## config.mk

```make
export PLATFORM = sky130hd
export DESIGN_NAME = aea_energy_accum
export DESIGN_NICKNAME = d
export VERILOG_FILES = /design/src/verilog/aea_pkg.sv /design/src/verilog/aea_energy_accum.sv
export VERILOG_INCLUDE_DIRS = /design/src /design/src/verilog
export SDC_FILE = /design/constraint.sdc
export NUM_CORES = 2
export LEC_CHECK = 0
export BUFFER_PORTS_ARGS = -buffer_cell sky130_fd_sc_hd__clkbuf_2
export CAP_MARGIN = 5
export CORE_ASPECT_RATIO = 1.5
export CORE_MARGIN = 1
export CORE_UTILIZATION = 55
export CTS_CLUSTER_SIZE = 16
export DETAILED_ROUTE_END_ITERATION = 16
export GPL_ROUTABILITY_DRIVEN = 0
export PLACE_DENSITY = 0.72
export SLEW_MARGIN = 5
export SYNTH_ARGS = -nofsm -noshare
export SYNTH_HDL_FRONTEND = slang
export SYNTH_SLANG_ARGS = --single-unit
export TNS_END_PERCENT = 5
```

## constraint.sdc

```tcl
create_clock -name sys_clk -period 31.7 [get_ports sys_clk]
set_clock_uncertainty 0.2 [all_clocks]
set_input_delay 0 -clock sys_clk [delete_from_list [all_inputs] [get_ports sys_clk]]
set_output_delay 0 -clock sys_clk [all_outputs]
set_load 0.02 [all_outputs]
```

## src/verilog/aea_consts.svh

```systemverilog
// Purpose: offsets, field positions, reset values and timing counts of the energy accumulator
// Assumes: byte addressed APB, one 32-bit word per register
// Notes:   printed offsets are register indices, byte address is four times the index
`ifndef AEA_CONSTS_SVH
`define AEA_CONSTS_SVH
`define AEA_IDX_WAVE_SEL     8'h0D
`define AEA_IDX_ACC_MODE     8'h0F
`define AEA_IDX_IRQ_EN3      8'hDB
`define AEA_IDX_ENERGY       8'hE0
`define AEA_IDX_ENERGY_RC    8'hE1
`define AEA_IDX_DIVIDER      8'hE2
`define AEA_IDX_GAIN         8'hE3
`define AEA_IDX_NOLOAD       8'hE4
`define AEA_IDX_STATUS       8'hE5
`define AEA_IDX_IRQ_EN1      8'hE6
`define AEA_ACC_POS_BIT      0
`define AEA_ACC_ABS_BIT      1
`define AEA_ACC_SIGNPOL_BIT  2
`define AEA_WAVEFORM_SAMPLE_ENABLE_BIT         0
`define AEA_ST_HALF_BIT      0
`define AEA_ST_OVF_BIT       1
`define AEA_ST_UNF_BIT       2
`define AEA_ST_SIGN_BIT      3
`define AEA_ST_NOLOAD_BIT    4
`define AEA_RST_BYTE         8'h00
`define AEA_RST_GAIN         12'h000
`define AEA_STEP_CYCLES      3'h5
`define AEA_NL_THR1          24'h00007E
`define AEA_NL_THR2          24'h00003F
`define AEA_NL_THR3          24'h00001F
`define AEA_PULSE_BIT        30
`define AEA_PULSE_LEN        16'h0100
`endif

```

## src/verilog/aea_pkg.sv

```systemverilog
// Purpose: types shared by the energy accumulator
// Assumes: nothing
// Notes:   constants live in aea_consts.svh
package aea_pkg;
  typedef enum logic [1:0] {
    AEA_SIGNED   = 2'b00,
    AEA_POSITIVE = 2'b01,
    AEA_ABSOLUTE = 2'b11
  } aea_mode_e;
  typedef struct packed {
    logic        half;
    logic        ovf;
    logic        unf;
    logic        sign;
    logic        noload;
  } aea_event_s;
  typedef logic [48:0] aea_acc_t;
endpackage

```

## src/verilog/aea_energy_accum.sv

```systemverilog
// Purpose: active energy accumulator with APB register access
// Assumes: power sample is a signed 24-bit word on sys_clk, no interrupt logic here
// Notes:   event flags are sticky, software clears by writing one; set wins over clear
// Summary of operation
// - add power sample into 49-bit accumulator at each accumulation
// - energy register shows accumulator top 24 bits
// - one accumulation step every five clocks
// - accumulate once per divider steps, zero means one
// - divider stretches overflow time by its value
// - largest positive accumulator value two to 48 minus one
// - read-clear register returns energy then clears top
// - both mode bits clear gives signed accumulation
// - both mode bits set gives positive-only
// - positive-only ignores all negative power
// - absolute mode adds magnitude above no-load
// - sign detection always runs, no-load detection unless its level code is 00
// - positive overflow wraps to full-scale negative
// - negative underflow wraps to full-scale positive
// - flag half-full, overflow and underflow events
// - power readable through waveform tap when enabled
// - pulse output rate tracks calibrated power
// - pulse output follows positive-only and absolute modes; signed mode pulses on positive power only
// - pulse output is active low
// - gain-calibrated power feeds the accumulator
// - below no-load threshold no accumulation, flag set
// - no-load level code selects threshold or off
// - sign flag edge chosen by polarity bit
`timescale 1ns/1ns
`include "aea_consts.svh"
module aea_energy_accum (
  input  wire logic        sys_clk,
  input  wire logic        rst,
  input  wire logic        psel,
  input  wire logic        penable,
  input  wire logic        pwrite,
  input  wire logic [11:0] paddr,
  input  wire logic [31:0] pwdata,
  output logic             pready,
  output logic [31:0]      prdata,
  output logic             pslverr,
  input  wire logic [23:0] power_sample,
  output logic [23:0]      waveform_data,
  output logic             energy_pulse_out_n,
  output logic             no_load_flag
);
  logic [7:0]  waveform_source_select;
  logic [7:0]  accumulation_mode_control;
  logic [7:0]  measurement_irq_enable_three;
  logic [7:0]  measurement_irq_enable_one;
  logic [7:0]  energy_divider;
  logic [11:0] power_gain_trim;
  logic [1:0]  no_load_level_control;
  aea_pkg::aea_event_s flags;
  aea_pkg::aea_acc_t   acc;
  logic [2:0]  step_cnt;
  logic        step;
  logic [7:0]  div_cnt;
  logic        prev_neg;
  logic [31:0] pulse_acc;
  logic [15:0] pulse_cnt;
  logic        access;
  logic        rd_clear;
  logic [9:0]  idx;
  logic [36:0] gained;
  logic signed [24:0] cal_power;
  logic [24:0] mag;
  logic        below_nl;
  logic [23:0] nl_thr;
  aea_pkg::aea_mode_e mode;
  logic signed [24:0] contrib;
  aea_pkg::aea_acc_t  next_acc;
  logic [23:0] cur_top;
  logic [23:0] new_top;
  logic        div_done;

  // register index from a word aligned byte address
  // the top two index bits must be zero, so no register is mirrored higher up
  function automatic logic hit(input logic [9:0] a, input logic [7:0] i);
    hit = (a == {2'b00, i});
  endfunction

  // combined cycle of an APB access phase
  // a read-clear acts only in the access cycle, never twice for one transfer
  assign access   = psel && penable;
  assign idx      = paddr[11:2];
  assign rd_clear = access && !pwrite && hit(idx, `AEA_IDX_ENERGY_RC);

  // full precision product before the shift, so a zero trim passes the sample unchanged
  // gain trim: power * (1 + gain/4096), signed
  always_comb
  begin
    gained    = 37'($signed(power_sample)) * 37'($signed({{1{1'b0}}, 13'h1000}) +
                37'($signed(power_gain_trim)));
    cal_power = 25'($signed(gained) >>> 12);
    mag       = cal_power[24] ? 25'(-cal_power) : cal_power;
  end

  // no-load threshold selection, code 00 disables detection
  // thresholds compare against the calibrated magnitude, the value that would be summed
  always_comb
  begin
    case (no_load_level_control)
      2'b01:   nl_thr = `AEA_NL_THR1;
      2'b10:   nl_thr = `AEA_NL_THR2;
      2'b11:   nl_thr = `AEA_NL_THR3;
      default: nl_thr = 24'h000000;
    endcase
    below_nl = (no_load_level_control != 2'b00) && (mag < {1'b0, nl_thr});
  end

  // mode decode: positive-only wins when both bits set
  // every mode honours the no-load gate, so creep below the threshold never counts
  always_comb
  begin
    if (accumulation_mode_control[`AEA_ACC_POS_BIT])
      mode = aea_pkg::AEA_POSITIVE;
    else if (accumulation_mode_control[`AEA_ACC_ABS_BIT])
      mode = aea_pkg::AEA_ABSOLUTE;
    else
      mode = aea_pkg::AEA_SIGNED;
    case (mode)
      aea_pkg::AEA_POSITIVE: contrib = (cal_power[24] || below_nl) ? 25'h0 : cal_power;
      aea_pkg::AEA_ABSOLUTE: contrib = below_nl ? 25'h0 : mag;
      default:               contrib = below_nl ? 25'h0 : cal_power;
    endcase
  end

  // divider zero acts as one; a step accumulates once per divider count
  // skipping steps instead of dividing each sample keeps every fraction of a sample,
  // traded against a coarser time granularity of the sum
  assign div_done = (div_cnt + 8'h01 >= energy_divider);
  always_comb
  begin
    next_acc = acc + aea_pkg::aea_acc_t'($signed(contrib)); // wraps at 49 bits
    cur_top  = acc[48:25];
    new_top  = next_acc[48:25];
  end

  // step strobe every fifth clock; counter chosen over a divided clock to stay single domain
  // the strobe is decoded from the counter and only gates registers, never a pin
  always_ff @(posedge sys_clk or posedge rst)
  begin
    if (rst)
      step_cnt <= 3'h0;
    else if (step_cnt == `AEA_STEP_CYCLES - 3'h1)
      step_cnt <= 3'h0;
    else
      step_cnt <= step_cnt + 3'h1;
  end
  assign step = (step_cnt == `AEA_STEP_CYCLES - 3'h1);

  // divider prescaler
  always_ff @(posedge sys_clk or posedge rst)
  begin
    if (rst)
      div_cnt <= 8'h00;
    else if (step)
      div_cnt <= div_done ? 8'h00 : div_cnt + 8'h01;
  end

  // accumulator; a read-clear drops the top 24 bits, keeping the fraction
  // a step that lands on the clearing edge keeps its fraction, so no sample is lost
  // limitation: a carry into the top bits on that same edge goes with the clear
  always_ff @(posedge sys_clk or posedge rst)
  begin
    if (rst)
      acc <= 49'h0;
    else if (rd_clear)
      acc <= {24'h000000, (step && div_done) ? next_acc[24:0] : acc[24:0]};
    else if (step && div_done)
      acc <= next_acc; // natural wrap
  end

  // sticky event flags; hardware set wins over software write-one clear
  // each flag clears through its own status bit; the packed struct order runs
  // opposite to the status word, so a whole-word mask would hit the wrong flag
  always_ff @(posedge sys_clk or posedge rst)
  begin
    if (rst)
    begin
      flags    <= '0;
      prev_neg <= 1'b0;
    end
    else
    begin
      if (access && pwrite && hit(idx, `AEA_IDX_STATUS))
      begin
        flags.half   <= flags.half & ~pwdata[`AEA_ST_HALF_BIT];
        flags.ovf    <= flags.ovf & ~pwdata[`AEA_ST_OVF_BIT];
        flags.unf    <= flags.unf & ~pwdata[`AEA_ST_UNF_BIT];
        flags.sign   <= flags.sign & ~pwdata[`AEA_ST_SIGN_BIT];
        flags.noload <= flags.noload & ~pwdata[`AEA_ST_NOLOAD_BIT];
      end
      if (step && div_done && !rd_clear)
      begin
        if (!cur_top[23] && !cur_top[22] && new_top[22] && !new_top[23])
          flags.half <= 1'b1; // positive half
        if (cur_top[23] && cur_top[22] && !new_top[22] && new_top[23])
          flags.half <= 1'b1; // negative half
        if (!cur_top[23] && new_top[23] && !contrib[24])
          flags.ovf <= 1'b1;
        if (cur_top[23] && !new_top[23] && contrib[24])
          flags.unf <= 1'b1;
      end
      if (step)
      begin
        prev_neg <= cal_power[24];
        if (accumulation_mode_control[`AEA_ACC_SIGNPOL_BIT] ? (prev_neg && !cal_power[24])
            : (!prev_neg && cal_power[24]))
          flags.sign <= 1'b1;
        if (below_nl)
          flags.noload <= 1'b1;
      end
    end
  end

  // pulse output: fixed-length low pulse each time the sum of non-negative mode-shaped contributions passes a bit boundary
  // limitation: a second crossing inside a running pulse restarts the low time
  always_ff @(posedge sys_clk or posedge rst)
  begin
    if (rst)
    begin
      pulse_acc          <= 32'h0;
      pulse_cnt          <= 16'h0;
      energy_pulse_out_n <= 1'b1;
    end
    else
    begin
      if (step && !contrib[24])
        pulse_acc <= pulse_acc + 32'($signed(contrib));
      if (step && !contrib[24] && (pulse_acc[`AEA_PULSE_BIT] !=
          pulse_acc_next_bit(pulse_acc, contrib)))
        pulse_cnt <= `AEA_PULSE_LEN;
      else if (pulse_cnt != 16'h0)
        pulse_cnt <= pulse_cnt - 16'h1;
      energy_pulse_out_n <= (pulse_cnt == 16'h0);
    end
  end

  // bit of the pulse accumulator after adding a contribution
  function automatic logic pulse_acc_next_bit(input logic [31:0] a, input logic [24:0] c);
    logic [31:0] s;
    s = a + 32'($signed(c));
    pulse_acc_next_bit = s[`AEA_PULSE_BIT];
  endfunction

  // waveform tap and no-load flag mirror
  // the tap holds the last sample taken and does not follow the input between steps
  // a zero source select parks it, so software sees no stray updates
  always_ff @(posedge sys_clk or posedge rst)
  begin
    if (rst)
    begin
      waveform_data <= 24'h0;
      no_load_flag  <= 1'b0;
    end
    else
    begin
      if (step && measurement_irq_enable_three[`AEA_WAVEFORM_SAMPLE_ENABLE_BIT] &&
          waveform_source_select != 8'h00)
        waveform_data <= cal_power[23:0];
      no_load_flag <= below_nl;
    end
  end

  // software writable registers, taken in the access phase
  // a write to an unmapped or read-only index changes nothing
  always_ff @(posedge sys_clk or posedge rst)
  begin
    if (rst)
    begin
      waveform_source_select       <= `AEA_RST_BYTE;
      accumulation_mode_control    <= `AEA_RST_BYTE;
      measurement_irq_enable_three <= `AEA_RST_BYTE;
      measurement_irq_enable_one   <= `AEA_RST_BYTE;
      energy_divider               <= `AEA_RST_BYTE;
      power_gain_trim              <= `AEA_RST_GAIN;
      no_load_level_control        <= 2'b00;
    end
    else if (access && pwrite)
    begin
      if (hit(idx, `AEA_IDX_WAVE_SEL))
        waveform_source_select <= pwdata[7:0];
      if (hit(idx, `AEA_IDX_ACC_MODE))
        accumulation_mode_control <= pwdata[7:0];
      if (hit(idx, `AEA_IDX_IRQ_EN3))
        measurement_irq_enable_three <= pwdata[7:0];
      if (hit(idx, `AEA_IDX_IRQ_EN1))
        measurement_irq_enable_one <= pwdata[7:0];
      if (hit(idx, `AEA_IDX_DIVIDER))
        energy_divider <= pwdata[7:0];
      if (hit(idx, `AEA_IDX_GAIN))
        power_gain_trim <= pwdata[11:0];
      if (hit(idx, `AEA_IDX_NOLOAD))
        no_load_level_control <= pwdata[1:0];
    end
  end

  // read path; unmapped addresses answer with pslverr
  // read data is latched in the setup cycle so it stands through the whole access
  always_ff @(posedge sys_clk or posedge rst)
  begin
    if (rst)
    begin
      prdata  <= 32'h0;
      pready  <= 1'b0;
      pslverr <= 1'b0;
    end
    else
    begin
      pready  <= psel && !penable;
      pslverr <= 1'b0;
      prdata  <= 32'h0;
      if (psel && !penable)
      begin
        if (hit(idx, `AEA_IDX_WAVE_SEL))
          prdata <= {24'h0, waveform_source_select};
        else if (hit(idx, `AEA_IDX_ACC_MODE))
          prdata <= {24'h0, accumulation_mode_control};
        else if (hit(idx, `AEA_IDX_IRQ_EN3))
          prdata <= {24'h0, measurement_irq_enable_three};
        else if (hit(idx, `AEA_IDX_IRQ_EN1))
          prdata <= {24'h0, measurement_irq_enable_one};
        else if (hit(idx, `AEA_IDX_ENERGY) || hit(idx, `AEA_IDX_ENERGY_RC))
          prdata <= {8'h0, acc[48:25]};
        else if (hit(idx, `AEA_IDX_DIVIDER))
          prdata <= {24'h0, energy_divider};
        else if (hit(idx, `AEA_IDX_GAIN))
          prdata <= {20'h0, power_gain_trim};
        else if (hit(idx, `AEA_IDX_NOLOAD))
          prdata <= {30'h0, no_load_level_control};
        else if (hit(idx, `AEA_IDX_STATUS))
          prdata <= {27'h0, flags.noload, flags.sign, flags.unf, flags.ovf, flags.half};
        else
          pslverr <= 1'b1;
      end
    end
  end
endmodule // aea_energy_accum

```

# Yosys cells after proc, flatten, opt, wreduce, memory -nomap -nowiden
# Cells that the tools add are included.
# totals
in_bits	73
register_bits	228
# classes
n_mux	45
reduce_logical	50
order_cmp	2
add_sub_neg	7
bitwise_logic	10
multipliers	1
n_eq_ne	17
# ops
operator	count
two-way mux 24 bit	6
two-way mux 25 bit	5
two-way mux 49 bit	2
equality test 10 x 8 -> 1 bit (second input constant)	8
case mux 25 bit (2 select lines)	1
adder 49 bit	1
multiplier 24 x 15 -> 37 bit	1
adder 32 bit	1
two-way mux 16 bit	2
logical AND 1 bit	25
< comparator 25 x 24 -> 1 bit	1
negator 25 bit	1
two-way mux 12 bit	2
case mux 7 bit (3 select lines)	1
equality test 10 x 4 -> 1 bit (second input constant)	2
two-way mux 1 bit	17
zero test 16 bit	1
nonzero test 16 bit	1
subtractor 16 x 1 -> 16 bit (second input constant)	1
adder 14 x 12 -> 15 bit (first input constant)	1
two-way mux 5 bit	3
AND reduction 2 bit	7
zero test 1 bit	10
adder 8 x 1 -> 8 bit (second input constant)	1
other kinds (14)	31

# Logic depth before layout (Yosys ltp)
# depth
word_depth	15
depth_mapped	58
ltp_nobuf	49

# Worst setup path after synthesis
# OpenSTA, ideal clock, no wires.
# synth_timing
kind	register to register
from	register power_gain_trim[0]
to	register acc[48]
required_ns	31.422
t_arrival_ns	12.126
n_path_buf	8
path_slack_ns	19.296
setup_time_ns	0.078
synth_period_minus_slack_ns	12.404
path_stages_with_launch	56
cell_sequence	dfrtp_1 -> clkbuf_1 -> nand2_1 -> inv_1 -> fa_1 -> inv_1 -> fa_1 -> inv_1 -> fa_1 -> fa_1 -> fa_1 -> inv_1 -> fa_1 -> inv_1 -> ha_1 -> clkbuf_1 -> nand4_1 -> or2_2 -> [... 20 more ...] -> buf_4 -> buf_2 -> nor2_1 -> ha_1 -> a21o_1 -> a21oi_1 -> a21boi_0 -> o221ai_1 -> o2111ai_1 -> a21oi_1 -> o41ai_1 -> a21oi_1 -> a21oi_1 -> o21a_1 -> and3b_1 -> a21bo_2 -> a31o_2 -> a21oi_1
# synth_via
elab_chain_cells	12
elab_cells_between_ends	14
classes_between	add/sub (3); mul (1); order compare (1); mux (7); reduce/logical (2)
# synth_rtl
item	line_no	rtl
start, declared	aea_energy_accum.sv:51	logic [11:0] power_gain_trim;
start signal, assigned	aea_energy_accum.sv:277	power_gain_trim <= `AEA_RST_GAIN;
start signal, assigned	aea_energy_accum.sv:293	power_gain_trim <= pwdata[11:0];
adder 14 x 12 -> 15 bit *	aea_energy_accum.sv:92	gained = 37'($signed(power_sample)) * 37'($signed({{1{1'b0}}, 13'h1000}) +
multiplier 24 x 15 -> 37 bit *	aea_energy_accum.sv:92	
negator 25 bit	aea_energy_accum.sv:95	mag = cal_power[24] ? 25'(-cal_power) : cal_power;
two-way mux 25 bit *	aea_energy_accum.sv:95	
< comparator 25 x 24 -> 1 bit *	aea_energy_accum.sv:108	below_nl = (no_load_level_control != 2'b00) && (mag < {1'b0, nl_thr});
logical AND 1 bit *	aea_energy_accum.sv:108	
net below_nl	aea_energy_accum.sv:67	logic below_nl;
logical OR 1 bit	aea_energy_accum.sv:122	aea_pkg::AEA_POSITIVE: contrib = (cal_power[24] || below_nl) ? 25'h0 : cal_power;
two-way mux 25 bit	aea_energy_accum.sv:122	
case mux 25 bit (2 select lines) *	aea_energy_accum.sv:121	case (mode)
adder 49 bit *	aea_energy_accum.sv:134	next_acc = acc + aea_pkg::aea_acc_t'($signed(contrib));
two-way mux 49 bit *	aea_energy_accum.sv:170	else if (step && div_done)
two-way mux 49 bit *	aea_energy_accum.sv:168	else if (rd_clear)
end signal, assigned	aea_energy_accum.sv:169	acc <= {24'h000000, (step && div_done) ? next_acc[24:0] : acc[24:0]};
end signal, assigned	aea_energy_accum.sv:171	acc <= next_acc;
end, declared	aea_energy_accum.sv:54	aea_pkg::aea_acc_t acc;
# Mark *: on every way through the listed nets, which the timed path passes. The rest lies on a longest branch. The select of a mux whose other input is x is not followed.
# A chain may end at the register's enable or synchronous reset.

# Final worst setup path
# layout_timing
from	register power_gain_trim[7]
to	register pulse_acc[29]
# layout_via
elab_chain_cells	11
elab_cells_between_ends	14
classes_between	add/sub (3); mul (1); order compare (1); mux (5); reduce/logical (4)
# layout_rtl
item	line_no	rtl
adder 14 x 12 -> 15 bit *	aea_energy_accum.sv:92	
multiplier 24 x 15 -> 37 bit *	aea_energy_accum.sv:92	
negator 25 bit	aea_energy_accum.sv:95	
two-way mux 25 bit	aea_energy_accum.sv:95	
< comparator 25 x 24 -> 1 bit	aea_energy_accum.sv:108	
logical AND 1 bit	aea_energy_accum.sv:108	
logical OR 1 bit	aea_energy_accum.sv:122	
two-way mux 25 bit	aea_energy_accum.sv:122	
case mux 25 bit (2 select lines) *	aea_energy_accum.sv:121	
branches (longest 2 deep; another with adder 32 bit)	--	
end signal, assigned	aea_energy_accum.sv:230	pulse_acc <= pulse_acc + 32'($signed(contrib));
end, declared	aea_energy_accum.sv:59	logic [31:0] pulse_acc;
# Every way passes the cells marked *.

==> reports/metrics.yaml <==
route:
  wl_mm: 65.8
  ant_nets: 0
  drcViolationCount: 0
  vias: 21600
  top_layer: "met4"
  drtIter0Drc: 1423
  wl_met3_mm: 2.89
  dr_wl_met2_mm: 34.5
  wl_per_cell_um: 18.0
  viasPerCell: 5.90
  drt-met1-wl_mm: 25.5
  drtPass1Iterations: 6
synth:
  ys_seq_area_frac: 0.208
  synth_cell_type_count: 94
  synth_edf_count: 0
  synth_area_per_cell_um2: 8.78
  netlist_area_um2: 26300
  synthesis.instances: 2992
  synth_ff_type: "dfrtp_1"
  synth_warnings: 0
  synth-seq-cells: 218
  ys_async_sr_fraction: 1.00
floorplanning:
  dieArea_um2: 48700
  die_h_um: 270
  ios: 133
  rows: 97
  die_w_um: 180
  start_util: 0.559
  coreArea_um2: 47000
clocking:
  cts-root-buf: "clkbuf_16"
  clkSinkCount: 218
  cts_buffer_depth: 3
  numCtsBuffers: 22
  clk_latency_ns: 0.55
  clk_pin_slew_ns: 0.07
  h-tree-depth: 1
  cts_tree: "yes"
  postCtsSetupBuffers: 0
setup_path:
  critical_path_class: "flop to flop"
  worstPathRequired_ns: 31.91
  path_common_cell: "a21oi_1"
  max_stage_delay_ns: 0.73
  cp_max_fo: 37
  rr_worst_depth: 47
  crit_path_start_kind: "flop"
  rrSetupSlack_ns: 16.68
  end_kind: "flop"
  cp_slowest_cell: "or4_1"
  regToRegStartpoint: "power_gain_trim[7]"
  regToRegEndpoint: "pulse_acc[29]"
  arrival_ns: 15.23
power:
  p_comb_frac: 0.359
  p_per_area_nw_per_um2: 34.3
  switching_share: 0.345
  leakage_nw: 14.1
  intPower_mw: 0.637
  pwr-share-seq: 0.344
  power_switching_mw: 0.335
  ir_drop_uv: 51.2
  clkPwrFrac: 0.297
worst_hold_path:
  holdPathStages: 5
  min_to: "prdata[4]"
  worstHoldStart: "paddr[9]"
  holdCritPathClass: "primary input to flop"
global_routing:
  grtUsageTotal: 0.280
  gr-total-overflow: 0
  antenna_found_initial: 0
  first_global_vias: 22600
  grt_max_degree: 94
  grt_pass1_wl_mm: 112
timing:
  setup_viol_count_final: 0
  tns_ns: 0
  finalCriticalPeriod_ns: 15.02
  min_period_over_period: 0.474
  whs_ns: 0.0280
  rsz0062_at_grt: "no"
  worst_pin_slew_ns: 1.08
  clock.fmax_mhz: 66.6
  hold_violations: 0
  drv_slew: 0
  slew_headroom: 0.274
  postLayoutSetupSlackWorst_ns: 16.68
cells_and_area:
  n_antenna_cell: 0
  drive_gt1_frac: 0.0942
  layout_common_cells: "nand2_1, inv_1, fa_1, dfrtp_1, ha_1"
  fin_nets: 3623
  area_growth_pct: 7.85
  layout_commonest_cell: "nand2_1"
  utilization: 0.603
placed_design:
  io_buffers: 102
  hpwl_mm: 51.6
  dp_slack_ns: 16.89
flow_run:
  drv_cap: 0
status:
  status: "complete, no violations"
==> routing by layer <==
layer  vias up  track usage
met3       197       0.0258
li1      10000            -
met1     10800        0.331
met2       626        0.514
met4         0        0.125
met5         -            0
==> layout make-up <==
type | count | area (µm²)
clock buffer | 28 | 623
multi-input combinational | 2238 | 18700
fill | 3971 | 18600
inverter | 408 | 1540
tap | 594 | 743
sequential | 218 | 5460
timing repair buffer | 164 | 1060
clock inverter | 12 | 164
==> synth_stat cells, drive strengths merged, types with 5 or more instances <==
library cell	instances	area (µm²)
a2111oi	9	85.1
o21a	17	128
or4	7	56.3
a221oi	9	78.8
inv	408	1540
or2	9	56.3
a31o	8	70.1
mux2i	15	150
o311ai	5	43.8
and4	6	52.6
clkbuf	106	400
nand3	58	303
nor2	162	611
fa	283	5670
o21ai	135	691
nand2	419	1580
o2111ai	5	43.8
nor4	17	136
a211oi	17	150
a31oi	31	209
o31ai	8	60.1
a21oi	156	781
nand4b	6	52.6
a21o	50	375
nor2b	32	200
and3	23	144
xnor2	82	726
nand2b	18	113
o211ai	14	105
nor3	46	230
a222oi	5	50.1
xor2	34	298
dfrtp	217	5430
o21bai	21	161
mux2	74	923
and2	119	744
or3	14	87.6
buf	29	184
o31a	6	52.6
nand4	22	138
a22oi	9	67.6
nor3b	7	57.6
ha	215	2690
==> stage by stage <==
stage / cell area (µm²) / cells / power (mW)
after detailed placement: 27200 / 3587 / 0.681
final: 28300 / 3662 / 0.972
after floorplan: 26300 / 2999 / 0.609
after CTS: 28300 / 3662 / 0.977
after global placement: 27200 / 3587 / 0.665
after global routing: 28300 / 3662 / 1.03
==> flip-flops by register name, summed over array words and instances (netlist names), 2 cells and up <==
signal,cells
measurement_irq_enable_one,8
power_gain_trim,12
measurement_irq_enable_three,8
accumulation_mode_control,8
step_cnt,3
pulse_cnt,16
waveform_source_select,8
flags,5
acc,49
no_load_level_control,2
waveform_data,24
div_cnt,8
prdata,24
energy_divider,8
pulse_acc,30
==> cells by family after synthesis <==
| family | count (synthesis) | share of synthesized area |
|---|---|---|
| AOI/OAI and AO/OA | 554 | 0.137 |
| xor gates and xnor gates | 116 | 0.0390 |
| adders and majority gates | 498 | 0.318 |
| buffers and inverters | 543 | 0.0807 |
| DFF | 218 | 0.208 |
| muxes | 89 | 0.0409 |
| other | 1 | 0.000143 |
| and+or+nand+nor | 973 | 0.176 |
==> power groups by stage <==
stage                     Combinational [mW]  Sequential (mW)  Clock, mW
after global placement                 0.328            0.337          0
final                                  0.349            0.334      0.289
after detailed placement               0.343            0.338          0
after floorplan                        0.276            0.333          0
after global routing                   0.388            0.338      0.304
after CTS                              0.348            0.334      0.295
==> worst max-delay path: cells and delay by family, from the launching register on <==
family          cells  cell delay (ns)
mux                 1             0.10
xor+xnor            1             0.21
simple gates        7             2.41
fa+ha+maj           9             4.23
compound gates     24             6.19
flops               1             0.69
buf+inv             5             0.80
==> timing repair <==
item                                    CTS  global route
endpoints found under the hold margin   185             0
hold buffers                             35             0
endpoints found under the setup margin    0             0
gates resized for setup                   0             0
==> how the worst max path moves through the flow <==
stage	startpoint	end	slack, ns	cells after the start
finish	power_gain_trim[7]	pulse_acc[29]	16.68	47
detailed placement	power_gain_trim[7]	pulse_acc[29]	16.89	47
CTS	power_gain_trim[7]	pulse_acc[29]	16.81	47
floorplan	power_gain_trim[0]	acc[48]	19.30	55
global route	power_gain_trim[8]	acc[45]	15.81	46
global placement	power_gain_trim[7]	acc[45]	17.21	47
(Power assumes the default switching activity.)
